File: src/include/sfs_map.svh
// opcodes, field positions, reset values and timing of the status command block
`ifndef SFS_MAP_SVH
`define SFS_MAP_SVH

// ----------------------------------------------------------------------------
// opcodes
// ----------------------------------------------------------------------------
`define SFS_OP_WREN         8'h06
`define SFS_OP_WREN_VOL     8'h50
`define SFS_OP_WRDIS        8'h04
`define SFS_OP_RD_SR1       8'h05
`define SFS_OP_RD_SR2       8'h35
`define SFS_OP_RD_SR3       8'h15
`define SFS_OP_WR_SR1       8'h01
`define SFS_OP_WR_SR2       8'h31
`define SFS_OP_WR_SR3       8'h11
`define SFS_OP_RD_EXT       8'hC8
`define SFS_OP_WR_EXT       8'hC5
`define SFS_OP_ENTER_4B     8'hB7
`define SFS_OP_EXIT_4B      8'hE9

// ----------------------------------------------------------------------------
// frame lengths in serial clocks
// ----------------------------------------------------------------------------
`define SFS_LEN_OPCODE      6'h08
`define SFS_LEN_ONE_BYTE    6'h10
`define SFS_LEN_TWO_BYTE    6'h18
`define SFS_CNT_MAX         6'h3F

// ----------------------------------------------------------------------------
// field positions
// ----------------------------------------------------------------------------
`define SFS_SR1_BUSY        0
`define SFS_SR1_WEL         1
`define SFS_SR3_ADS         0
`define SFS_SR3_ADP         1

// writable bits: top_bottom_select, block_protect_bits / protect_complement,
// security_lock_bits, quad_io_allow, status_reg_lock / drive strength, scheme, addr default
`define SFS_SR1_WR_MASK     8'h7C
`define SFS_SR2_WR_MASK     8'h7B
`define SFS_SR3_WR_MASK     8'h66
// bits that may not fall from 1 to 0
`define SFS_SR2_OTP_MASK    8'h38
`define SFS_SR2_VOL_KEEP    8'h39

// ----------------------------------------------------------------------------
// reset values of the non-volatile copies and of the extended address register
// ----------------------------------------------------------------------------
`define SFS_SR1_RESET       8'h00
`define SFS_SR2_RESET       8'h02
`define SFS_SR3_RESET       8'h60
`define SFS_EXT_RESET       8'h00

// ----------------------------------------------------------------------------
// timing
// ----------------------------------------------------------------------------
`define SFS_CLK_MHZ         250
`define SFS_NV_WRITE_NS     10000
`define SFS_VOL_REFRESH_NS  50
`define SFS_TIMER_W         32

`endif

File: src/include/sfs_pkg.sv
// types shared by the status command block
`include "sfs_map.svh"
`default_nettype none

package sfs_pkg;

	typedef struct packed {
		logic [7:0] sr3;
		logic [7:0] sr2;
		logic [7:0] sr1;
	} sfs_stat_t;

	typedef enum logic [1:0] {
		SFS_TM_IDLE,
		SFS_TM_NV,
		SFS_TM_VOL
	} sfs_tmode_t;

	typedef struct packed {
		logic                      cs_d;
		logic                      clk_d;
		logic [5:0]                bit_cnt;
		logic [7:0]                shift;
		logic [7:0]                opcode;
		logic [7:0]                byte1;
		logic [7:0]                byte2;
		logic [7:0]                out_buf;
		logic [2:0]                out_idx;
		logic                      so;
		logic                      so_oe;
		sfs_stat_t                 vol;
		sfs_stat_t                 nv;
		sfs_stat_t                 pend;
		logic [7:0]                ext_addr;
		logic                      ext_active;
		logic                      vol_arm;
		sfs_tmode_t                tmode;
		logic [`SFS_TIMER_W-1:0]   timer;
	} sfs_state_t;

endpackage

`default_nettype wire

File: src/hdl/sfs_core.sv
// serial flash status, write-enable and extended address instruction handling
`include "sfs_map.svh"
`default_nettype none

module sfs_core
	import sfs_pkg::*;
#(
	parameter int NV_WRITE_NS = `SFS_NV_WRITE_NS
) (
	input  wire logic        clk_in,
	input  wire logic        reset_in,
	input  wire logic        spi_cs_n_in,
	input  wire logic        spi_clk_in,
	input  wire logic        serial_in_pin_in,
	input  wire logic        dev_reset_in,
	input  wire logic        mem_op_done_in,
	input  wire logic        addr_hi_valid_in,
	input  wire logic [7:0]  addr_hi_in,
	output logic             serial_out_out,
	output logic             serial_out_oe_out,
	output sfs_stat_t        status_out,
	output logic [7:0]       ext_addr_out,
	output logic             ext_addr_active_out
);

	// ------------------------------------------------------------------------
	// timing counts
	// ------------------------------------------------------------------------
	localparam longint NV_CYC_L  = (longint'(NV_WRITE_NS) * `SFS_CLK_MHZ + 999) / 1000;
	localparam longint VOL_CYC_L = (longint'(`SFS_VOL_REFRESH_NS) * `SFS_CLK_MHZ) / 1000;
	localparam logic [`SFS_TIMER_W-1:0] NV_CYC  =
		(NV_CYC_L < 1) ? `SFS_TIMER_W'(1) : `SFS_TIMER_W'(NV_CYC_L);
	localparam logic [`SFS_TIMER_W-1:0] VOL_CYC =
		(VOL_CYC_L < 1) ? `SFS_TIMER_W'(1) : `SFS_TIMER_W'(VOL_CYC_L);

	localparam sfs_stat_t NV_RESET = '{
		sr3: `SFS_SR3_RESET,
		sr2: `SFS_SR2_RESET,
		sr1: `SFS_SR1_RESET
	};

	// ------------------------------------------------------------------------
	// pin synchronisers
	// ------------------------------------------------------------------------
	logic [2:0] pins_s;
	logic       cs_n_s;
	logic       sclk_s;
	logic       di_s;

	sfs_sync #(
		.WIDTH     (3),
		.RESET_VAL (3'h4)
	) u_sync (
		.clk_in   (clk_in),
		.reset_in (reset_in),
		.async_in ({spi_cs_n_in, spi_clk_in, serial_in_pin_in}),
		.sync_out (pins_s)
	);

	assign cs_n_s = pins_s[2];
	assign sclk_s = pins_s[1];
	assign di_s   = pins_s[0];

	// ------------------------------------------------------------------------
	// helpers
	// ------------------------------------------------------------------------
	function automatic logic [7:0] merge(input logic [7:0] old_v,
	                                     input logic [7:0] new_v,
	                                     input logic [7:0] mask);
		merge = (old_v & ~mask) | (new_v & mask);
	endfunction

	function automatic logic is_read(input logic [7:0] op);
		is_read = (op == `SFS_OP_RD_SR1) || (op == `SFS_OP_RD_SR2) ||
		          (op == `SFS_OP_RD_SR3) || (op == `SFS_OP_RD_EXT);
	endfunction

	// ------------------------------------------------------------------------
	// state
	// ------------------------------------------------------------------------
	sfs_state_t st;
	sfs_state_t next_st;

	logic       sclk_rise;
	logic       sclk_fall;
	logic       cs_rise;
	logic       selected;
	logic [7:0] rd_val;
	logic       wr_stat;
	logic       wr_len_ok;
	logic       two_byte;
	logic       busy;
	sfs_stat_t  base;
	sfs_stat_t  cand;

	assign sclk_rise = sclk_s & ~st.clk_d;
	assign sclk_fall = ~sclk_s & st.clk_d;
	assign cs_rise   = cs_n_s & ~st.cs_d;
	assign selected  = ~cs_n_s;
	assign busy      = st.vol.sr1[`SFS_SR1_BUSY];

	always_comb begin
		next_st = st;
		rd_val  = 8'h00;
		base    = st.vol;
		cand    = st.vol;
		next_st.cs_d  = cs_n_s;
		next_st.clk_d = sclk_s;

		// --------------------------------------------------------------------
		// value chosen for a read, fetched fresh at every byte
		// --------------------------------------------------------------------
		case (st.opcode)
			`SFS_OP_RD_SR1: rd_val = st.vol.sr1;
			`SFS_OP_RD_SR2: rd_val = st.vol.sr2;
			`SFS_OP_RD_SR3: rd_val = st.vol.sr3;
			`SFS_OP_RD_EXT: rd_val = st.ext_addr;
			default:        rd_val = 8'h00;
		endcase

		// --------------------------------------------------------------------
		// serial shifter
		// --------------------------------------------------------------------
		if (!selected) begin
			next_st.bit_cnt = 6'h00;
			next_st.out_idx = 3'h0;
			next_st.so_oe   = 1'b0;
		end else begin
			if (sclk_rise) begin
				next_st.shift = {st.shift[6:0], di_s};
				if (st.bit_cnt != `SFS_CNT_MAX) begin
					next_st.bit_cnt = st.bit_cnt + 6'h01;
				end
				if (st.bit_cnt == `SFS_LEN_OPCODE - 6'h01) begin
					next_st.opcode = {st.shift[6:0], di_s};
					next_st.byte1  = 8'h00;
					next_st.byte2  = 8'h00;
				end
				if (st.bit_cnt == `SFS_LEN_ONE_BYTE - 6'h01) begin
					next_st.byte1 = {st.shift[6:0], di_s};
				end
				if (st.bit_cnt == `SFS_LEN_TWO_BYTE - 6'h01) begin
					next_st.byte2 = {st.shift[6:0], di_s};
				end
			end
			// output phase repeats the selected register until deselect
			if (sclk_fall && st.bit_cnt >= `SFS_LEN_OPCODE && is_read(st.opcode)) begin
				next_st.so_oe   = 1'b1;
				next_st.out_idx = st.out_idx + 3'h1;
				if (st.out_idx == 3'h0) begin
					next_st.so      = rd_val[7];
					next_st.out_buf = {rd_val[6:0], 1'b0};
				end else begin
					next_st.so      = st.out_buf[7];
					next_st.out_buf = {st.out_buf[6:0], 1'b0};
				end
			end
		end

		// --------------------------------------------------------------------
		// self-timed cycles
		// --------------------------------------------------------------------
		if (st.tmode != SFS_TM_IDLE) begin
			if (st.timer > `SFS_TIMER_W'(1)) begin
				next_st.timer = st.timer - `SFS_TIMER_W'(1);
			end else begin
				next_st.tmode = SFS_TM_IDLE;
				next_st.timer = '0;
				if (st.tmode == SFS_TM_NV) begin
					next_st.nv      = st.pend;
					next_st.vol.sr1 = merge(st.vol.sr1, st.pend.sr1, `SFS_SR1_WR_MASK);
					next_st.vol.sr2 = merge(st.vol.sr2, st.pend.sr2, `SFS_SR2_WR_MASK);
					next_st.vol.sr3 = merge(st.vol.sr3, st.pend.sr3, `SFS_SR3_WR_MASK);
					next_st.vol.sr1[`SFS_SR1_BUSY] = 1'b0;
					next_st.vol.sr1[`SFS_SR1_WEL]  = 1'b0;
				end else begin
					next_st.vol.sr1 = merge(st.vol.sr1, st.pend.sr1, `SFS_SR1_WR_MASK);
					next_st.vol.sr2 = merge(st.vol.sr2, st.pend.sr2, `SFS_SR2_WR_MASK);
					next_st.vol.sr3 = merge(st.vol.sr3, st.pend.sr3, `SFS_SR3_WR_MASK);
				end
			end
		end

		// outside operations that finish clear the latch before any set below
		if (mem_op_done_in) begin
			next_st.vol.sr1[`SFS_SR1_WEL] = 1'b0;
		end

		// four-byte mode: a top address byte replaces the register unless a device reset or an extended address write lands in the same cycle
		if (addr_hi_valid_in && st.vol.sr3[`SFS_SR3_ADS]) begin
			next_st.ext_addr = addr_hi_in;
		end

		// --------------------------------------------------------------------
		// decode when select rises
		// --------------------------------------------------------------------
		two_byte  = (st.opcode == `SFS_OP_WR_SR1) && (st.bit_cnt == `SFS_LEN_TWO_BYTE);
		wr_stat   = (st.opcode == `SFS_OP_WR_SR1) || (st.opcode == `SFS_OP_WR_SR2) ||
		            (st.opcode == `SFS_OP_WR_SR3);
		wr_len_ok = (st.bit_cnt == `SFS_LEN_ONE_BYTE) || two_byte;
		base      = st.vol_arm ? st.vol : st.nv;
		cand      = base;
		case (st.opcode)
			`SFS_OP_WR_SR1: begin
				cand.sr1 = merge(base.sr1, st.byte1, `SFS_SR1_WR_MASK);
				if (two_byte) begin
					cand.sr2 = merge(base.sr2, st.byte2, `SFS_SR2_WR_MASK);
				end
			end
			`SFS_OP_WR_SR2: cand.sr2 = merge(base.sr2, st.byte1, `SFS_SR2_WR_MASK);
			`SFS_OP_WR_SR3: cand.sr3 = merge(base.sr3, st.byte1, `SFS_SR3_WR_MASK);
			default:        cand     = base;
		endcase
		if (st.vol_arm) begin
			cand.sr2 = cand.sr2 | (base.sr2 & `SFS_SR2_VOL_KEEP);
		end else begin
			cand.sr2 = cand.sr2 | (base.sr2 & `SFS_SR2_OTP_MASK);
		end

		if (cs_rise && !busy) begin
			if (st.bit_cnt == `SFS_LEN_OPCODE) begin
				case (st.opcode)
					`SFS_OP_WREN:     next_st.vol.sr1[`SFS_SR1_WEL] = 1'b1;
					`SFS_OP_WREN_VOL: next_st.vol_arm = 1'b1;
					`SFS_OP_WRDIS:    next_st.vol.sr1[`SFS_SR1_WEL] = 1'b0;
					`SFS_OP_ENTER_4B: next_st.vol.sr3[`SFS_SR3_ADS] = 1'b1;
					`SFS_OP_EXIT_4B:  next_st.vol.sr3[`SFS_SR3_ADS] = 1'b0;
					default:          next_st.vol_arm = st.vol_arm;
				endcase
			end else if (wr_stat && wr_len_ok) begin
				if (st.vol_arm) begin
					next_st.pend    = cand;
					next_st.tmode   = SFS_TM_VOL;
					next_st.timer   = VOL_CYC;
					next_st.vol_arm = 1'b0;
				end else if (st.vol.sr1[`SFS_SR1_WEL]) begin
					next_st.pend  = cand;
					next_st.tmode = SFS_TM_NV;
					next_st.timer = NV_CYC;
					next_st.vol.sr1[`SFS_SR1_BUSY] = 1'b1;
				end
			end else if (st.opcode == `SFS_OP_WR_EXT && st.bit_cnt == `SFS_LEN_ONE_BYTE &&
			             st.vol.sr1[`SFS_SR1_WEL]) begin
				next_st.ext_addr = st.byte1;
			end
		end

		// --------------------------------------------------------------------
		// software or hardware reset: volatile state falls back to nv
		// --------------------------------------------------------------------
		if (dev_reset_in) begin
			next_st.vol      = st.nv;
			next_st.vol.sr1[`SFS_SR1_BUSY] = 1'b0;
			next_st.vol.sr1[`SFS_SR1_WEL]  = 1'b0;
			next_st.vol.sr3[`SFS_SR3_ADS]  = st.nv.sr3[`SFS_SR3_ADP];
			next_st.ext_addr = `SFS_EXT_RESET;
			next_st.vol_arm  = 1'b0;
			next_st.tmode    = SFS_TM_IDLE;
			next_st.timer    = '0;
		end

		next_st.ext_active = ~next_st.vol.sr3[`SFS_SR3_ADS];
	end

	// ------------------------------------------------------------------------
	// state register
	// ------------------------------------------------------------------------
	always_ff @(posedge clk_in or posedge reset_in) begin
		if (reset_in) begin
			st            <= '0;
			st.cs_d       <= 1'b1;
			st.nv         <= NV_RESET;
			st.pend       <= NV_RESET;
			st.vol        <= NV_RESET;
			st.vol.sr3[`SFS_SR3_ADS] <= NV_RESET.sr3[`SFS_SR3_ADP];
			st.ext_addr   <= `SFS_EXT_RESET;
			st.ext_active <= ~NV_RESET.sr3[`SFS_SR3_ADP];
			st.tmode      <= SFS_TM_IDLE;
		end else begin
			st <= next_st;
		end
	end

	// ------------------------------------------------------------------------
	// outputs
	// ------------------------------------------------------------------------
	assign serial_out_out      = st.so;
	assign serial_out_oe_out   = st.so_oe;
	assign status_out          = st.vol;
	assign ext_addr_out        = st.ext_addr;
	assign ext_addr_active_out = st.ext_active;

endmodule

`default_nettype wire

File: src/hdl/sfs_sync.sv
// two flip-flop synchroniser for pins from outside the clock domain
`default_nettype none

module sfs_sync #(
	parameter int          WIDTH     = 3,
	parameter logic [2:0]  RESET_VAL = 3'h0
) (
	input  wire logic             clk_in,
	input  wire logic             reset_in,
	input  wire logic [WIDTH-1:0] async_in,
	output logic      [WIDTH-1:0] sync_out
);

	logic [WIDTH-1:0] meta;

	always_ff @(posedge clk_in or posedge reset_in) begin
		if (reset_in) begin
			meta     <= RESET_VAL[WIDTH-1:0];
			sync_out <= RESET_VAL[WIDTH-1:0];
		end else begin
			meta     <= async_in;
			sync_out <= meta;
		end
	end

endmodule

`default_nettype wire

File: config.mk
export PLATFORM = sky130hd
export DESIGN_NAME = sfs_core
export DESIGN_NICKNAME = d
export VERILOG_FILES = /design/src/include/sfs_pkg.sv /design/src/hdl/sfs_core.sv /design/src/hdl/sfs_sync.sv
export VERILOG_INCLUDE_DIRS = /design/src /design/src/include
export SDC_FILE = /design/constraint.sdc
export NUM_CORES = 1
export LEC_CHECK = 0
export CAP_MARGIN = 20
export CORE_MARGIN = 5
export CORE_UTILIZATION = 49
export CTS_CLUSTER_DIAMETER = 120
export CTS_CLUSTER_SIZE = 30
export DETAILED_ROUTE_END_ITERATION = 10
export DONT_BUFFER_PORTS = 1
export PLACE_DENSITY = 0.72
export SYNTH_ARGS = -nofsm -noshare
export SYNTH_HDL_FRONTEND = slang
export SYNTH_SLANG_ARGS = --single-unit
File: constraint.sdc
create_clock -name clk_in -period 8.7 [get_ports clk_in]
set_clock_uncertainty 0.1 [all_clocks]
set_input_delay 2.175 -clock clk_in [delete_from_list [all_inputs] [get_ports clk_in]]
set_output_delay 2.175 -clock clk_in [all_outputs]
set_load 0.01 [all_outputs]
Word-level counts from Yosys, hierarchy flattened
Index checks and enable logic that the tools add are counted.
{ "totals": {"ff_bits": 175, "out_inout_bits": 35} }
{ "op_classes": {"n_reduce_logical": 36, "order_cmp": 2, "n_mux": 53, "bitwise_logic": 19, "n_addsub": 3, "n_eq_ne": 23} }
{ "ops": {"columns": ["op", "count"], "rows": [
  ["two-way mux 24 bit", 6],
  ["two-way mux 34 bit", 4],
  ["two-way mux 35 bit", 3],
  ["two-way mux 8 bit", 13],
  ["two-way mux 48 bit", 2],
  ["OR 8 x 7 -> 8 bit", 7],
  ["two-way mux 38 bit", 1],
  ["equality test 8 bit (second input constant)", 4],
  ["greater-than comparator 32 x 1 -> 1 bit (second input constant)", 1],
  ["two-way mux 32 bit", 1],
  ["case mux 8 bit (4 select lines)", 1],
  ["subtractor 32 x 1 -> 32 bit (second input constant)", 1],
  ["equality test 8 x 3 -> 1 bit (second input constant)", 3],
  ["equality test 6 x 5 -> 1 bit (second input constant)", 3],
  ["nonzero test 2 bit", 9],
  ["equality test 8 x 5 -> 1 bit (second input constant)", 2],
  ["equality test 8 x 6 -> 1 bit (second input constant)", 2],
  ["OR 8 x 6 -> 8 bit", 2],
  ["case mux 8 bit (2 select lines)", 1],
  ["AND reduction 3 bit", 5],
  ["equality test 6 x 4 -> 1 bit (second input constant)", 2],
  ["two-way mux 1 bit", 12],
  ["two-way mux 6 bit", 2],
  ["equality test 8 x 1 -> 1 bit (second input constant)", 1],
  ["other kinds (22)", 48]
]} }

Longest topological paths before layout
{ "depth": {"depth_word": 11, "ltp_mapped": 9} }

Cells and area by module
Synthesis repeated with hierarchy kept, for this count alone.
{ "unflattened": {"hier_cells": 817, "area_unflattened_um2": 8376.8} }
{ "modules_own_cells": {"columns": ["module", "cells_per_inst", "instances", "area_each_um2", "seq_area_each_um2"], "rows": [
  ["sfs_core", 810, 1, 8220.4, 3992.6],
  ["sfs_sync", 7, 1, 156.4, 152.6]
]} }

Least setup slack after synthesis
Ideal clock, no wire load.
{ "synth_path": {"path_kind": "input port to flip-flop", "start": "in dev_reset_in", "end": "reg st (netlist bit status_out[10])", "required_ps": 8475, "arrival_time_ps": 3027, "cell_stages": 3, "setup_ps": 125, "n_path_buf": 2, "slack_ps": 5449, "path_cell_list": "clkbuf_1 > clkbuf_1 > mux2_2"} }
{ "synth_via": {"elab_chain_cells": 2, "elab_cells_between_ends": 4} }
{ "synth_rtl": {"columns": ["item", "line_no", "text"], "rows": [
  ["start, declared", "sfs_core.sv:15", "input wire logic dev_reset_in,"],
  ["inequality test 2 bit (no line) or nonzero test 2 bit (tied branches)", null, null],
  ["AND reduction 2 bit (no line)", null, null],
  ["end signal, assigned", "sfs_core.sv:280", "st <= next_st;"],
  ["end, declared", "sfs_core.sv:81", "sfs_state_t st;"]
]} }
Several ways; a longest one is shown, not always the timed one.
A chain may end at the register's enable or synchronous reset.

Final worst setup path
{ "layout_path": {"start": "reg st[6] (netlist name)", "end": "reg st[75] (netlist name)"} }
{ "layout_via": {"elab_chain_cells": 3} }
{ "layout_rtl": {"columns": ["item", "line_no", "text"], "rows": [
  ["greater-than comparator 32 x 1 -> 1 bit", "sfs_core.sv:164", "if (st.timer > `SFS_TIMER_W'(1)) begin"],
  ["NOT 1 bit (no line)", null, null],
  ["AND reduction 3 bit (no line)", null, null]
]} }
Every way passes these cells.

==> flow_summary.json <==
{
  "hp-class": "reg2reg",
  "grt_usage_pct": 19.4,
  "post_cts_resized": 0,
  "pin_count": 51,
  "vias_per_cell": 5.83,
  "final_core_util_pct": 53.0,
  "maxSlewViolCount": 0,
  "worstPathArrival_ps": 4110,
  "synth_commonest_cells": "152 x dfrtp_1, 73 x nor2_1, 69 x nand2_1",
  "holdWs_ps": 246,
  "yosys.area.top_type": "dfrtp_1",
  "antenna_cells": 0,
  "yosysTopAreaCellShare_pct": 45.9,
  "stdcell_area_um2": 8780,
  "clock_sinks": 165,
  "tns_ps": 0,
  "cts_setup_buffers": 0,
  "synth_edf_count": 0,
  "hpwl_um": 12200,
  "crit_family": "simple AND/OR/NAND/NOR gates",
  "path_cells": "or4_1, or4_1, or4_1, nor3b_4, buf_4, mux2_2",
  "crit_cells": 6,
  "first_pass_iters": 6,
  "crit_path_start": "st[6]$_DFF_PP0_",
  "grt_pass1_vias": 5691,
  "total_power_mw": 1.65,
  "clk_pin_slew_worst_paths_ps": 60,
  "vdd_drop_max_uv": 144,
  "fmax_mhz": 256,
  "cpPeakStageDelay_ps": 900,
  "grt_max_degree": 107,
  "fin_crit_sh_pct": 44.8,
  "synthesis.area_um2": 8280,
  "endpoint": "st[75]$_DFFE_PP0P_",
  "fin_ws_ps": 4800,
  "fillCellCount": 1460,
  "tightest_slew_ps": 961,
  "detail_route.iter0.violations": 373,
  "place_inst": 956,
  "portBuffers": 0,
  "synth_area_per_cell_um2": 10.2,
  "initial_core_util_pct": 49.9,
  "gp_congestion": 0.878,
  "cts_hold_buffers": 0,
  "synth-seq-cells": 165,
  "critPathCaptureType": "flip-flop",
  "leakage_nw": 3.92,
  "die_x_um": 140,
  "synth_area_leaders": "dfrtp_1 46%, mux2i_1 4.7%, mux2_2 4.4%",
  "required_ps": 8910,
  "rr_worst_depth": 6,
  "ys_seq_area_share_pct": 50.0,
  "setup_viol": 0,
  "routed_wl_um": 18600,
  "cp_num_buf_inv": 1,
  "rsz0062_at_grt": "false",
  "synth_most_common_cell": "dfrtp_1",
  "flow.area_growth_from_synthesis_pct": 6.04,
  "antenna_found_initial": 0,
  "grt_overflow": 0,
  "period_minus_slack_ps": 3900,
  "wl_per_cell_um": 18.8,
  "layout-drive-gt1-share_pct": 13.1,
  "r2r-start": "st[6]$_DFF_PP0_",
  "r2r-end": "st[75]$_DFFE_PP0P_",
  "cts_root_buf": "clkbuf_16",
  "power_density_nw_per_um2": 188,
  "rows": 47,
  "insertion_delay_ps": 420,
  "post-place-ws_ps": 4650,
  "via_count": 5767,
  "cts.path.max_buffers": 2,
  "layoutNonFillerInstCount": 989,
  "synthCells": 810,
  "yosys_warnings": 0,
  "grt_pass1_wl_um": 30500,
  "layout.nets": 778,
  "die_h_um": 140,
  "hold_violations": 0,
  "ctsHtreeMaxLevel": 4,
  "ant_nets": 0,
  "placed_area_um2": 8170,
  "cp_slowest_cell": "or4_1",
  "remaining_drc_errors": 0,
  "multi_input_comb_area_um2": 3650,
  "relSlewSlack_pct": 36.0,
  "synth-main-ff-cell": "dfrtp_1",
  "path_common_cell": "or4_1",
  "seq_area_um2": 4150,
  "ys_types": 56,
  "worstSetupStartpointType": "flip-flop",
  "coreArea_um2": 16600,
  "cts_buffers": 17,
  "cp_max_fo": 24,
  "cts_tree": "built",
  "async_reset_ff_share_pct": 100,
  "r2r_setup_slack_ps": 4800,
  "worstSetupPathType": "reg2reg",
  "status": "finished clean",
  "cap_violations": 0,
  "die-area_um2": 19600,
  "syn_nets": 832
}
-- cell usage in the layout (no fill, tap or decap), types with 5 or more instances in the layout --
cell type / count
a21oi_1: 19
or4_1: 16
nor3_1: 13
xnor2_1: 20
nor4_1: 11
inv_1: 9
dfrtp_1: 152
nor2b_1: 5
mux2_4: 10
nand4_1: 7
mux2_2: 32
a21o_1: 6
xor2_1: 10
o21ai_0: 66
mux2_1: 8
dfstp_2: 13
nand3_1: 35
clkbuf_16: 17
nand2_1: 69
a31oi_1: 16
ha_1: 6
mux2i_1: 39
a22oi_1: 9
and2_1: 12
a211oi_1: 13
nor2_1: 73
and3_1: 7
buf_4: 6
or3_1: 6
-- state kept, by name, summed over array words and instances (netlist names) --
register,flops
ext_addr_out,8
ext_addr_active_out,1
u_sync.meta,3
status_out,24
st,124
u_sync.sync_out,3
serial_out_out,1
serial_out_oe_out,1
-- cells by family (layout without fill, tap and decap cells) --
group / Yosys count / in the layout / share of synthesized area (%)
xor gates and xnor gates: 30 / 30 / 3.17
AOI/OAI and AO/OA: 153 / 153 / 11.4
adders and majority gates: 6 / 6 / 0.906
muxes: 89 / 89 / 12.0
and+or+nand+nor: 275 / 275 / 16.6
DFF: 165 / 165 / 50.0
buffers and inverters: 92 / 51 / 5.94
-- power by group --
group | switching [mW] | leakage [nW] | internal (mW) | total [mW]
Combinational | 0.0322 | 1.41 | 0.0209 | 0.0532
Sequential | 0.0348 | 2.21 | 0.792 | 0.827
Clock | 0.298 | 0.293 | 0.473 | 0.770
Total | 0.365 | 3.92 | 1.29 | 1.65
-- metal layers --
metal | vias up | track usage [%] | share of wire [%]
li1 | 2759 | - | -
met1 | 2842 | 26.9 | 45
met2 | 132 | 30.2 | 47
met3 | 34 | 4.43 | 5.6
met4 | 0 | 6.78 | 2.4
met5 | - | 0 | 0
-- layout make-up --
type | instances | share of cell area, %
clock inverters | 9 | 1.42
inverters | 11 | 0.527
repair buffers | 8 | 0.698
well taps | 220 | 3.13
flip-flops and latches | 165 | 47.2
clock buffers | 23 | 5.44
multi-input cells | 553 | 41.6
-- worst min-delay path by stage --
stage	to	slack (ps)	depth (start not counted)	start
after floorplan	u_sync.sync_out[0]$_DFF_PP0_	230	0	u_sync.meta[0]$_DFF_PP0_
after global placement	u_sync.sync_out[1]$_DFF_PP0_	230	0	u_sync.meta[1]$_DFF_PP0_
after detailed placement	u_sync.sync_out[0]$_DFF_PP0_	230	0	u_sync.meta[0]$_DFF_PP0_
after CTS	u_sync.sync_out[0]$_DFF_PP0_	250	0	u_sync.meta[0]$_DFF_PP0_
after global routing	u_sync.sync_out[0]$_DFF_PP0_	250	0	u_sync.meta[0]$_DFF_PP0_
final	u_sync.sync_out[1]$_DFF_PP0_	250	0	u_sync.meta[1]$_DFF_PP0_
Note: power is estimated with default switching activity, not from simulation.
